### config.mk
export PLATFORM = sky130hd
export DESIGN_NAME = circ_top
export DESIGN_NICKNAME = d
export VERILOG_FILES = /design/src/inc/circ_pkg.sv /design/src/circ_top.sv /design/src/circ_pin_sync.sv
export SDC_FILE = /design/constraint.sdc
export NUM_CORES = 1
export LEC_CHECK = 0
export ABC_AREA = 1
export BUFFER_PORTS_ARGS = -buffer_cell sky130_fd_sc_hd__buf_2
export CELL_PAD_IN_SITES_DETAIL_PLACEMENT = 0
export CELL_PAD_IN_SITES_GLOBAL_PLACEMENT = 2
export CORE_MARGIN = 4
export CORE_UTILIZATION = 24
export CTS_CLUSTER_DIAMETER = 200
export CTS_CLUSTER_SIZE = 40
export DETAILED_ROUTE_END_ITERATION = 7
export HOLD_SLACK_MARGIN = 0.12
export MAX_ROUTING_LAYER = met4
export PLACE_DENSITY_LB_ADDON = 0.1
export RECOVER_POWER = 25
export SLEW_MARGIN = 10
export SYNTH_ARGS = -nofsm -noshare
export SYNTH_HDL_FRONTEND = slang
export SYNTH_SLANG_ARGS = --single-unit
### constraint.sdc
create_clock -name aclk -period 1.2 [get_ports aclk]
set_input_delay 0.18 -clock aclk [delete_from_list [all_inputs] [get_ports aclk]]
set_output_delay 0.18 -clock aclk [all_outputs]
set_load 0.01 [all_outputs]
### src/inc/circ_pkg.sv
// shared constants for the core interrupt control register block
package circ_pkg;

  // bus geometry
  localparam int unsigned ADDR_W      = 12;
  localparam int unsigned DATA_W      = 32;
  localparam int unsigned CTRL_W      = 8;
  localparam int unsigned PORT_PINS   = 4;

  // printed register indices; byte address is four times the index
  localparam logic [9:0] IDX_CTRL_LOW  = 10'h00B;
  localparam logic [9:0] IDX_CTRL_HIGH = 10'h08B;
  // block-local registers
  localparam logic [9:0] IDX_STATUS    = 10'h000;
  localparam logic [9:0] IDX_CONFIG    = 10'h001;

  // interrupt_control field positions
  localparam int unsigned BIT_GLOBAL_EN = 7;
  localparam int unsigned BIT_PERIPH_EN = 6;
  localparam int unsigned BIT_TIMER_EN  = 5;
  localparam int unsigned BIT_EXT_EN    = 4;
  localparam int unsigned BIT_PORT_EN   = 3;
  localparam int unsigned BIT_TIMER_FLG = 2;
  localparam int unsigned BIT_EXT_FLG   = 1;
  localparam int unsigned BIT_PORT_FLG  = 0;

  // status register field positions
  localparam int unsigned ST_IRQ        = 0;
  localparam int unsigned ST_EXT_LVL    = 1;
  localparam int unsigned ST_PORT_LSB   = 4;

  // config register field positions
  localparam int unsigned CFG_EXT_RISE  = 0;

  // reset values
  localparam logic [7:0] CTRL_RESET     = 8'h00;
  localparam logic       PORT_FLG_RESET = 1'b0;
  localparam logic       EXT_RISE_RESET = 1'b1;

  // bus responses
  localparam logic [1:0] RESP_OKAY   = 2'h0;
  localparam logic [1:0] RESP_SLVERR = 2'h2;

  // register selects, one-hot
  typedef enum logic [3:0] {
    SEL_NONE   = 4'h1,
    SEL_CTRL   = 4'h2,
    SEL_STATUS = 4'h4,
    SEL_CONFIG = 4'h8
  } circ_sel_e;

endpackage : circ_pkg

### src/circ_top.sv
// Register access over AXI4-Lite was left to the implementer.
`timescale 1ns/10ps
// Function
// - one read/write control register holds all enables and flags except comparator.
// - the control register answers at two mirrored addresses, same storage.
// - flags set on their condition regardless of own enable and global enable.
// - global interrupt enable sits at bit 7.
// - bit 5 enables the timer overflow interrupt when one.
// - bit 4 enables the external pin interrupt when one.
// - bit 3 enables the port change interrupt when one.
// - bit 2 set on timer overflow, held until software clears it.
// - bit 1 set on external pin event, held until software writes zero.
// - bit 0 set when any upper port pin changes, held until cleared.
// - reset clears bits 7 to 1; bit 0 is loaded from PORT_FLG_RESET, which is zero.
module circ_top
  import circ_pkg::*;
(
  input  wire logic                 aclk,
  input  wire logic                 aresetn,
  // axi4-lite write address
  input  wire logic [ADDR_W-1:0]    s_axi_awaddr,
  input  wire logic [2:0]           s_axi_awprot,
  input  wire logic                 s_axi_awvalid,
  output logic                      s_axi_awready,
  // axi4-lite write data
  input  wire logic [DATA_W-1:0]    s_axi_wdata,
  input  wire logic [DATA_W/8-1:0]  s_axi_wstrb,
  input  wire logic                 s_axi_wvalid,
  output logic                      s_axi_wready,
  // axi4-lite write response
  output logic [1:0]                s_axi_bresp,
  output logic                      s_axi_bvalid,
  input  wire logic                 s_axi_bready,
  // axi4-lite read address
  input  wire logic [ADDR_W-1:0]    s_axi_araddr,
  input  wire logic [2:0]           s_axi_arprot,
  input  wire logic                 s_axi_arvalid,
  output logic                      s_axi_arready,
  // axi4-lite read data
  output logic [DATA_W-1:0]         s_axi_rdata,
  output logic [1:0]                s_axi_rresp,
  output logic                      s_axi_rvalid,
  input  wire logic                 s_axi_rready,
  // event sources
  input  wire logic                 main_timer_overflow,
  input  wire logic                 periph_irq_req,
  input  wire logic                 ext_irq_pin,
  input  wire logic [PORT_PINS-1:0] port_pins,
  // request to the processor core
  output logic                      core_irq
);

  // register decode shared by the read and write paths
  function automatic circ_sel_e circ_decode(input logic [ADDR_W-1:0] addr);
    logic [9:0] idx;
    idx = addr[ADDR_W-1:2];
    if (addr[1:0] != 2'h0) begin
      circ_decode = SEL_NONE;
    end else if (idx == IDX_CTRL_LOW) begin
      circ_decode = SEL_CTRL;
    end else if (idx == IDX_CTRL_HIGH) begin
      circ_decode = SEL_CTRL;
    end else if (idx == IDX_STATUS) begin
      circ_decode = SEL_STATUS;
    end else if (idx == IDX_CONFIG) begin
      circ_decode = SEL_CONFIG;
    end else begin
      circ_decode = SEL_NONE;
    end
  endfunction : circ_decode

  // byte-lane merge of the low byte only; upper lanes hold no storage
  function automatic logic [CTRL_W-1:0] circ_merge(
    input logic [CTRL_W-1:0]   old_val,
    input logic [DATA_W-1:0]   wdata,
    input logic [DATA_W/8-1:0] wstrb
  );
    circ_merge = wstrb[0] ? wdata[CTRL_W-1:0] : old_val;
  endfunction : circ_merge

  // all block state
  typedef struct packed {
    logic [CTRL_W-1:0] ctrl;
    logic              ext_rise;
    logic              aw_have;
    logic [ADDR_W-1:0] aw_addr;
    logic              w_have;
    logic [DATA_W-1:0] w_data;
    logic [3:0]        w_strb;
    logic              awready;
    logic              wready;
    logic              bvalid;
    logic [1:0]        bresp;
    logic              arready;
    logic              rvalid;
    logic [DATA_W-1:0] rdata;
    logic [1:0]        rresp;
    logic              irq;
  } circ_state_s;

  circ_state_s st_q;
  circ_state_s st_d;

  // synchronised pins
  logic                 ext_level;
  logic                 ext_change;
  logic [PORT_PINS-1:0] port_level;
  logic [PORT_PINS-1:0] port_change;

  // combinational helpers
  logic                 ext_event;
  logic                 port_event;
  logic                 timer_event;
  logic                 do_write;
  logic                 do_read;
  circ_sel_e            wsel;
  circ_sel_e            rsel;
  logic [CTRL_W-1:0]    ctrl_wr;
  logic [CTRL_W-1:0]    ctrl_next;
  logic [DATA_W-1:0]    rd_word;
  logic                 irq_next;

  // external interrupt pin through the three-stage synchroniser
  circ_pin_sync #(
    .W (1)
  ) u_ext_sync (
    .aclk     (aclk),
    .aresetn  (aresetn),
    .pin_in   (ext_irq_pin),
    .level_q  (ext_level),
    .change_q (ext_change)
  );

  // upper port pins through the three-stage synchroniser
  circ_pin_sync #(
    .W (PORT_PINS)
  ) u_port_sync (
    .aclk     (aclk),
    .aresetn  (aresetn),
    .pin_in   (port_pins),
    .level_q  (port_level),
    .change_q (port_change)
  );

  // source events; edge polarity of the external pin is software selected
  always_comb begin
    timer_event = main_timer_overflow;
    ext_event   = ext_change & (ext_level == st_q.ext_rise);
    port_event  = |port_change;
  end

  // write handshake: address and data taken in either order, response after both
  always_comb begin
    do_write = st_q.aw_have & st_q.w_have & ~st_q.bvalid;
    wsel     = circ_decode(st_q.aw_addr);
    ctrl_wr  = circ_merge(st_q.ctrl, st_q.w_data, st_q.w_strb);
  end

  // read handshake: one read under way, answer registered
  always_comb begin
    do_read = s_axi_arvalid & st_q.arready;
    rsel    = circ_decode(s_axi_araddr);
  end

  // next control register: software write first, then hardware sets on top
  always_comb begin
    ctrl_next = st_q.ctrl;
    if (do_write && wsel == SEL_CTRL) begin
      ctrl_next = ctrl_wr;
    end
    // set wins over a clearing write in the same cycle
    if (timer_event) begin
      ctrl_next[BIT_TIMER_FLG] = 1'b1;
    end
    if (ext_event) begin
      ctrl_next[BIT_EXT_FLG] = 1'b1;
    end
    if (port_event) begin
      ctrl_next[BIT_PORT_FLG] = 1'b1;
    end
  end

  // interrupt request from the registered control bits and the unregistered peripheral request input
  always_comb begin
    irq_next = st_q.ctrl[BIT_GLOBAL_EN] & (
                 (st_q.ctrl[BIT_TIMER_EN] & st_q.ctrl[BIT_TIMER_FLG]) |
                 (st_q.ctrl[BIT_EXT_EN]   & st_q.ctrl[BIT_EXT_FLG])   |
                 (st_q.ctrl[BIT_PORT_EN]  & st_q.ctrl[BIT_PORT_FLG])  |
                 (st_q.ctrl[BIT_PERIPH_EN] & periph_irq_req));
  end

  // read data mux; unused bits read as zero
  always_comb begin
    rd_word = '0;
    if (rsel == SEL_CTRL) begin
      rd_word[CTRL_W-1:0] = st_q.ctrl;
    end else if (rsel == SEL_STATUS) begin
      rd_word[ST_IRQ]                            = st_q.irq;
      rd_word[ST_EXT_LVL]                        = ext_level;
      rd_word[ST_PORT_LSB+PORT_PINS-1:ST_PORT_LSB] = port_level;
    end else if (rsel == SEL_CONFIG) begin
      rd_word[CFG_EXT_RISE] = st_q.ext_rise;
    end
  end

  // next-state assembly
  always_comb begin
    st_d      = st_q;
    st_d.ctrl = ctrl_next;
    st_d.irq  = irq_next;

    // capture write address
    if (s_axi_awvalid && st_q.awready) begin
      st_d.aw_have = 1'b1;
      st_d.aw_addr = s_axi_awaddr;
      st_d.awready = 1'b0;
    end

    // capture write data
    if (s_axi_wvalid && st_q.wready) begin
      st_d.w_have = 1'b1;
      st_d.w_data = s_axi_wdata;
      st_d.w_strb = s_axi_wstrb;
      st_d.wready = 1'b0;
    end

    // perform the write and raise the response
    if (do_write) begin
      st_d.aw_have = 1'b0;
      st_d.w_have  = 1'b0;
      st_d.bvalid  = 1'b1;
      st_d.bresp   = (wsel == SEL_NONE) ? RESP_SLVERR : RESP_OKAY;
      if (wsel == SEL_CONFIG && st_q.w_strb[0]) begin
        st_d.ext_rise = st_q.w_data[CFG_EXT_RISE];
      end
    end

    // response taken, reopen both write channels
    if (st_q.bvalid && s_axi_bready) begin
      st_d.bvalid  = 1'b0;
      st_d.bresp   = RESP_OKAY;
      st_d.awready = 1'b1;
      st_d.wready  = 1'b1;
    end

    // read address taken, data registered next edge
    if (do_read) begin
      st_d.arready = 1'b0;
      st_d.rvalid  = 1'b1;
      st_d.rdata   = rd_word;
      st_d.rresp   = (rsel == SEL_NONE) ? RESP_SLVERR : RESP_OKAY;
    end

    // read data taken, reopen read address
    if (st_q.rvalid && s_axi_rready) begin
      st_d.rvalid  = 1'b0;
      st_d.rdata   = '0;
      st_d.rresp   = RESP_OKAY;
      st_d.arready = 1'b1;
    end
  end

  // state register; reset clears enables and upper flags
  always_ff @(posedge aclk) begin
    if (!aresetn) begin
      st_q                     <= '0;
      st_q.ctrl                <= CTRL_RESET;
      st_q.ctrl[BIT_PORT_FLG]  <= PORT_FLG_RESET;
      st_q.ext_rise            <= EXT_RISE_RESET;
      st_q.awready             <= 1'b1;
      st_q.wready              <= 1'b1;
      st_q.arready             <= 1'b1;
      st_q.bresp               <= RESP_OKAY;
      st_q.rresp               <= RESP_OKAY;
    end else begin
      st_q <= st_d;
    end
  end

  // outputs straight from the state register
  assign s_axi_awready = st_q.awready;
  assign s_axi_wready  = st_q.wready;
  assign s_axi_bvalid  = st_q.bvalid;
  assign s_axi_bresp   = st_q.bresp;
  assign s_axi_arready = st_q.arready;
  assign s_axi_rvalid  = st_q.rvalid;
  assign s_axi_rdata   = st_q.rdata;
  assign s_axi_rresp   = st_q.rresp;
  assign core_irq      = st_q.irq;

endmodule : circ_top

### src/circ_pin_sync.sv
`timescale 1ns/10ps
// three-stage pin synchroniser; a change counts once stages two and three agree
module circ_pin_sync
  import circ_pkg::*;
#(
  parameter int unsigned W = 1
) (
  input  wire logic         aclk,
  input  wire logic         aresetn,
  input  wire logic [W-1:0] pin_in,
  output logic      [W-1:0] level_q,
  output logic      [W-1:0] change_q
);

  typedef struct packed {
    logic [W-1:0] s1;
    logic [W-1:0] s2;
    logic [W-1:0] s3;
    logic [W-1:0] level;
    logic [W-1:0] change;
    logic [1:0]   fill;
    logic         primed;
  } circ_sync_s;

  circ_sync_s st_q;
  circ_sync_s st_d;

  // shift chain, filtered level and change pulse
  always_comb begin
    st_d        = st_q;
    st_d.s1     = pin_in;
    st_d.s2     = st_q.s1;
    st_d.s3     = st_q.s2;
    st_d.change = '0;
    // arm only once stages two and three hold real pin samples, not reset zeros
    if (st_q.fill != 2'h3) begin
      st_d.fill = st_q.fill + 2'h1;
    end else begin
      st_d.primed = 1'b1;
    end
    if (st_q.s2 == st_q.s3) begin
      st_d.level  = st_q.s3;
      // a pin already high at reset loads silently, no spurious event
      if (st_q.primed) begin
        st_d.change = st_q.s3 ^ st_q.level;
      end
    end
  end

  // state register
  always_ff @(posedge aclk) begin
    if (!aresetn) begin
      st_q <= '0;
    end else begin
      st_q <= st_d;
    end
  end

  assign level_q  = st_q.level;
  assign change_q = st_q.change;

endmodule : circ_pin_sync

# Yosys cells after proc, flatten, opt, wreduce, memory -nomap -nowiden
# Index checks and enable logic that the tools add are counted.
dict set report classes {
  addsub 2
  eq_ne 18
  mux 24
  bitwise_logic 16
  reduce_logical 27
}
# operator n
set op_table {}
lappend op_table {{$mux 4} 12}
lappend op_table {{$eq 10x1->1 const B} 2}
lappend op_table {{$eq 10x4->1 const B} 2}
lappend op_table {{$eq 10x8->1 const B} 2}
lappend op_table {{$logic_not 10->1} 2}
lappend op_table {{$reduce_bool 2->1} 8}
lappend op_table {{$reduce_and 2->1} 5}
lappend op_table {{$and 1x1->1} 9}
lappend op_table {{$eq 4x1->1 const B} 2}
lappend op_table {{$eq 4x2->1 const B} 2}
lappend op_table {{$eq 4x4->1 const B} 2}
lappend op_table {{$mux 2} 4}
lappend op_table {{$logic_and 1x1->1} 6}
lappend op_table {{$mux 1} 6}
lappend op_table {{$mux 3} 2}
lappend op_table {{$reduce_and 3->1} 2}
lappend op_table {{$reduce_or 2->1} 3}
lappend op_table {{$add 2x1->2 const B} 2}
lappend op_table {{$eq 4x3->1 const B} 1}
lappend op_table {{$eq 4x4->1} 1}
lappend op_table {{$ne 2x2->1 const B} 2}
lappend op_table {{$reduce_or 4->1} 1}
lappend op_table {{$xor 4x4->4} 1}
lappend op_table {{$or 1x1->1} 3}
lappend op_table {{3 further kinds} 5}
dict set report totals {
  register_bits 81
  inputBits 80
  out_inout_bits 42
  word_cells 120
}

# Logic depth before layout (Yosys ltp)
dict set report logic_depth {
  depth_word 10
  depth_mapped 9
  depth_no_buf 9
}

# Cells and area by module
# From an unflattened synthesis, not the netlist that was laid out.
dict set report unflattened {
  cells_unflattened 472
  hier_area_um2 3621.0
}
# module instances cells_per_inst area_each_um2 seq_area_each_um2
set by_module_without_submodules {}
lappend by_module_without_submodules {circ_top 1 328 2383.5 960.9}
lappend by_module_without_submodules {{circ_pin_sync at u_port_sync} 1 112 969.7 460.4}
lappend by_module_without_submodules {{circ_pin_sync at u_ext_sync} 1 32 267.8 160.2}

# Worst setup path after synthesis
# Ideal clock, no wire load.
dict set report synth_path {
  path_type {flip-flop to flip-flop}
  startpoint {register st_q (netlist bit s_axi_bvalid)}
  endpoint {register st_q[93] (netlist bit)}
  setup_time_ns 0.109
  arrival_ns 1.015
  required_ns 1.091
  setup_slack_ns 0.076
  stages_incl_launch_ff 9
  path_buffers 0
  period_less_slack_ns 1.124
  cell_sequence {dfxtp_1 > nor2_4 > nand2_2 > nor2_8 > nand2_4 > nand2_1 > nand3_1 > nand2_1 > inv_1}
}
dict set report synth_between {
  elab_chain_cells 5
}
# element line
set synth_lines {}
lappend synth_lines {{from (decl)} circ_top.sv:101} ;# circ_state_s st_q;
lappend synth_lines {{from (signal assigned)} circ_top.sv:276} ;# st_q <= st_d;
lappend synth_lines {{$not 1->1} circ_top.sv:154} ;# do_write = st_q.aw_have & st_q.w_have & ~st_q.bvalid;
lappend synth_lines {{$and 1x1->1} circ_top.sv:154}
lappend synth_lines {{$logic_and 1x1->1} circ_top.sv:168} ;# if (do_write && wsel == SEL_CTRL) begin
lappend synth_lines {{$reduce_bool 2->1 (no source line)} --}
lappend synth_lines {{$reduce_and 2->1 (no source line)} --}
# No other way between the ends.
# A chain may end at the register's enable or synchronous reset.

# Worst setup path after layout
dict set report layout_path {
  startpoint {register st_q[90] (netlist bit)}
  endpoint {register st_q[95] (netlist bit)}
}
dict set report layout_between {
  elab_chain_cells 10
  word_cells_on_any_way 13
  cone_classes {4 x eq/ne; 5 x mux; 4 x reduce/logical}
}
# element line
set layout_lines {}
lappend layout_lines {{$eq 10x1->1} circ_top.sv:65} ;# end else if (idx == IDX_CONFIG) begin
lappend layout_lines {{$mux 4} circ_top.sv:65}
lappend layout_lines {{$mux 4} circ_top.sv:63} ;# end else if (idx == IDX_STATUS) begin
lappend layout_lines {{$mux 4} circ_top.sv:61} ;# end else if (idx == IDX_CTRL_HIGH) begin
lappend layout_lines {{$mux 4 *} circ_top.sv:59} ;# end else if (idx == IDX_CTRL_LOW) begin
lappend layout_lines {{$mux 4 *} circ_top.sv:57} ;# if (addr[1:0] != 2'h0) begin
lappend layout_lines {{$eq 4x2->1 *} circ_top.sv:168}
lappend layout_lines {{$logic_and 1x1->1 *} circ_top.sv:168}
lappend layout_lines {{$reduce_bool 2->1 (no source line) *} --}
lappend layout_lines {{$reduce_and 2->1 (no source line) *} --}
# Mark *: on every way between the ends. The rest lies on a longest branch, timed or not.

==> reports/qor.txt <==
Run status: finished with violations
Violated checks: setup timing
Die X: 127.1 um
Kind of end point of the critical path: register
Clk_skew: 6.985 ps
Period utilization: 107.4%
Antenna Cells: 0
Setup crit start: st_q[90]
Antenna violations before repair: 0
Synth warn: 0
Clk sinks: 79
HP Class: in -> reg
Initial DRT Pass Iterations: 4
Most frequent cells in the layout: nor2_1 (89), dfxtp_1 (67), buf_2 (62)
Total CTS buffers: 9
First-pass GRT wire length: 13.34 mm
Area grow syn2layout: 32.90%
Post-synth EDFFs: 0
DR DRC count: 0
Commonest non-fill, non-tap cell in the layout: nor2_1
Synth Flop Type: dfxtp_1
MaxCap Viol Count: 0
Full die area: 16170 um2
Layout cells sized above 1: 28.86%
Post-route ant nets: 0
Critical path class: reg -> reg
Reg-to-reg startpoint: st_q[90]
TritonCTS clock tree: done
Rows: 43
Avg WL per Cell: 10.87 um
Asr flop ratio synth: 0%
Final instance area: 4528 um2
Crit path DAT: 1560 ps
Initial Util: 24.54%
Longest Clk Path Bufs: 2
IO Pins: 122
Die Ht: 127.1 um
Sequential-to-total area share from yosys stat: 46.42%
Final core utilization: 32.62%
Placed Area: 3886 um2
Vias in the first global route: 2781
Grt ovf: 0
Fin Hold WS: 121.6 ps
HP Start: s_axi_awaddr[2]
Routed vias: 2917
Cell count after synthesis: 449
Pwr/cell area: 1387 nW/um2
Clk pin slew, worst setup/hold paths: 60 ps
Final hold violations: 0
Final setup fails: 3
Largest net degree at the start of global routing: 56
Cell area after synthesis: 3407 um2
Pre-CTS setup slack: -74.48 ps
Layout Nets: 628
H-tree Lvls: 3
#FFs+latches synth: 79
Final Max Tran Viols: 0
Power Total: 6.280 mW
RSZ-0062 raised after global routing: true
DR vias/cell: 3.990
Syn_area_per_cell: 7.588 um2
Clock Tree Root: clkbuf_16
Worst-skew pair later-pin latency: 330 ps
Worst endpoint required time: 1470 ps
Drt total wl: 7.945 mm
Leakage: 2.208 nW
GRT Util Overall: 10.71%
Routability cong.: 0.7458
Port Buffers: 62
Tmin final: 1289 ps
Crit path max fanout: 4
Count of different cell masters after synthesis: 33
Detailed Route Iter0 Violations: 118
F_max: 776.0 MHz
Startpoint types: register
Core ar.: 13880 um2
Max IR drop VDD: 0.5125 mV
Fin worst setup slack: -88.64 ps
Post-DP HPWL: 5.815 mm
==> Yosys cell counts, types with 2 or more instances <==
library cell / number / area, um2
inv_2: 7 / 26.28
nor2_2: 4 / 25.02
nor4_1: 2 / 12.51
nand3_1: 21 / 105.1
xor2_1: 4 / 35.03
inv_1: 39 / 146.4
nor2_4: 3 / 33.78
nand2_1: 58 / 217.7
xnor2_1: 4 / 35.03
o21ai_1: 6 / 30.03
nor2_1: 96 / 360.4
clkbuf_1: 6 / 22.52
clkinv_1: 2 / 7.510
o21ai_0: 33 / 165.2
buf_2: 4 / 20.02
ha_1: 2 / 25.02
a21oi_1: 17 / 85.08
nand4_1: 12 / 75.07
buf_4: 36 / 270.3
nand2_2: 2 / 12.51
dfxtp_1: 79 / 1582
==> cell families after synthesis <==
kind of cell               share of synthesized area [%]
DFF                                                46.42
and+or+nand+nor                                    26.74
buffers and inverters                              14.73
AOI/OAI and AO/OA                                  9.218
adders and majority gates                         0.7344
xor gates and xnor gates                           2.056
other                                             0.1101
==> timing repair <==
action	CTS	global route
endpoints found under the hold margin	18	0
endpoints found under the setup margin	8	33
pin swaps	6	18
resized for setup	9	36
hold buffers	18	0
gates cloned	0	1
buffers inserted	1	5
==> worst max-delay path: stages, from the launching register on <==
cell and delay [ps]:
dfxtp_2 330, nor2_4 110, nand3_2 100, nor2_4 210
buf_6 140, buf_6 80, nand3_2 40, nand2_1 70
nor2_1 50, nor2_1 80
==> layout make-up <==
type	count	area, um2
Sequential cell	79	1597
Multi-Input combinational cell	300	1524
Clock inverter	4	20.02
Inverter	49	195.2
Timing Repair inverter	1	5.005
Fill cell	1514	9353
Clock buffer	12	256.5
Tap cell	180	225.2
Timing Repair Buffer	106	705.7
==> per-layer routing <==
| layer | global-route usage (%) | share of wire (%) | wire (um) | vias up |
|---|---|---|---|---|
| li1 | - | - | - | 1551 |
| met1 | 13.31 | 48 | 3805 | 1289 |
| met2 | 16.25 | 45 | 3554 | 64 |
| met3 | 2.383 | 5.0 | 399 | 13 |
| met4 | 5.678 | 2.3 | 186 | 0 |
| met5 | - | 0 | 0 | - |
==> power breakdown <==
group / total (mW) / leakage (nW) / switching, mW / internal, mW
Clock: 2.54 / 0.142 / 1.04 / 1.50
Sequential: 2.92 / 0.654 / 0.114 / 2.81
Combinational: 0.819 / 1.41 / 0.457 / 0.361
==> metrics by stage <==
| step | TNS, ps | std cells |
|---|---|---|
| 6_report | -145.0 | 731 |
| 3_5_place_dp | -261.0 | 690 |
| 4_1_cts | -215.8 | 725 |
| 5_1_grt | -1020 | 731 |
| 3_3_place_gp | -192.8 | 690 |
| 2_1_floorplan | 0 | 474 |
==> state kept, by name, summed over array words and instances (netlist names), 2 cells and up <==
| register | cells |
|---|---|
| s_axi_rdata | 8 |
| st_q | 32 |
| u_ext_sync.st_d | 2 |
| u_ext_sync.st_q | 4 |
| u_port_sync.change_q | 4 |
| u_port_sync.level_q | 4 |
| u_port_sync.st_d | 8 |
| u_port_sync.st_q | 7 |
==> final timing paths <==
| path | end | slack (ps) | cells after the start |
|---|---|---|---|
| worst max-delay path | st_q[95] | -90 | 9 |
| worst min-delay path | st_q[81] | 120 | 3 |
| worst max register to register | st_q[95] | -90 | 9 |
| worst min register to register | u_ext_sync.st_d[5] | 410 | 2 |
No activity file was read; power rests on OpenSTA's default activity.
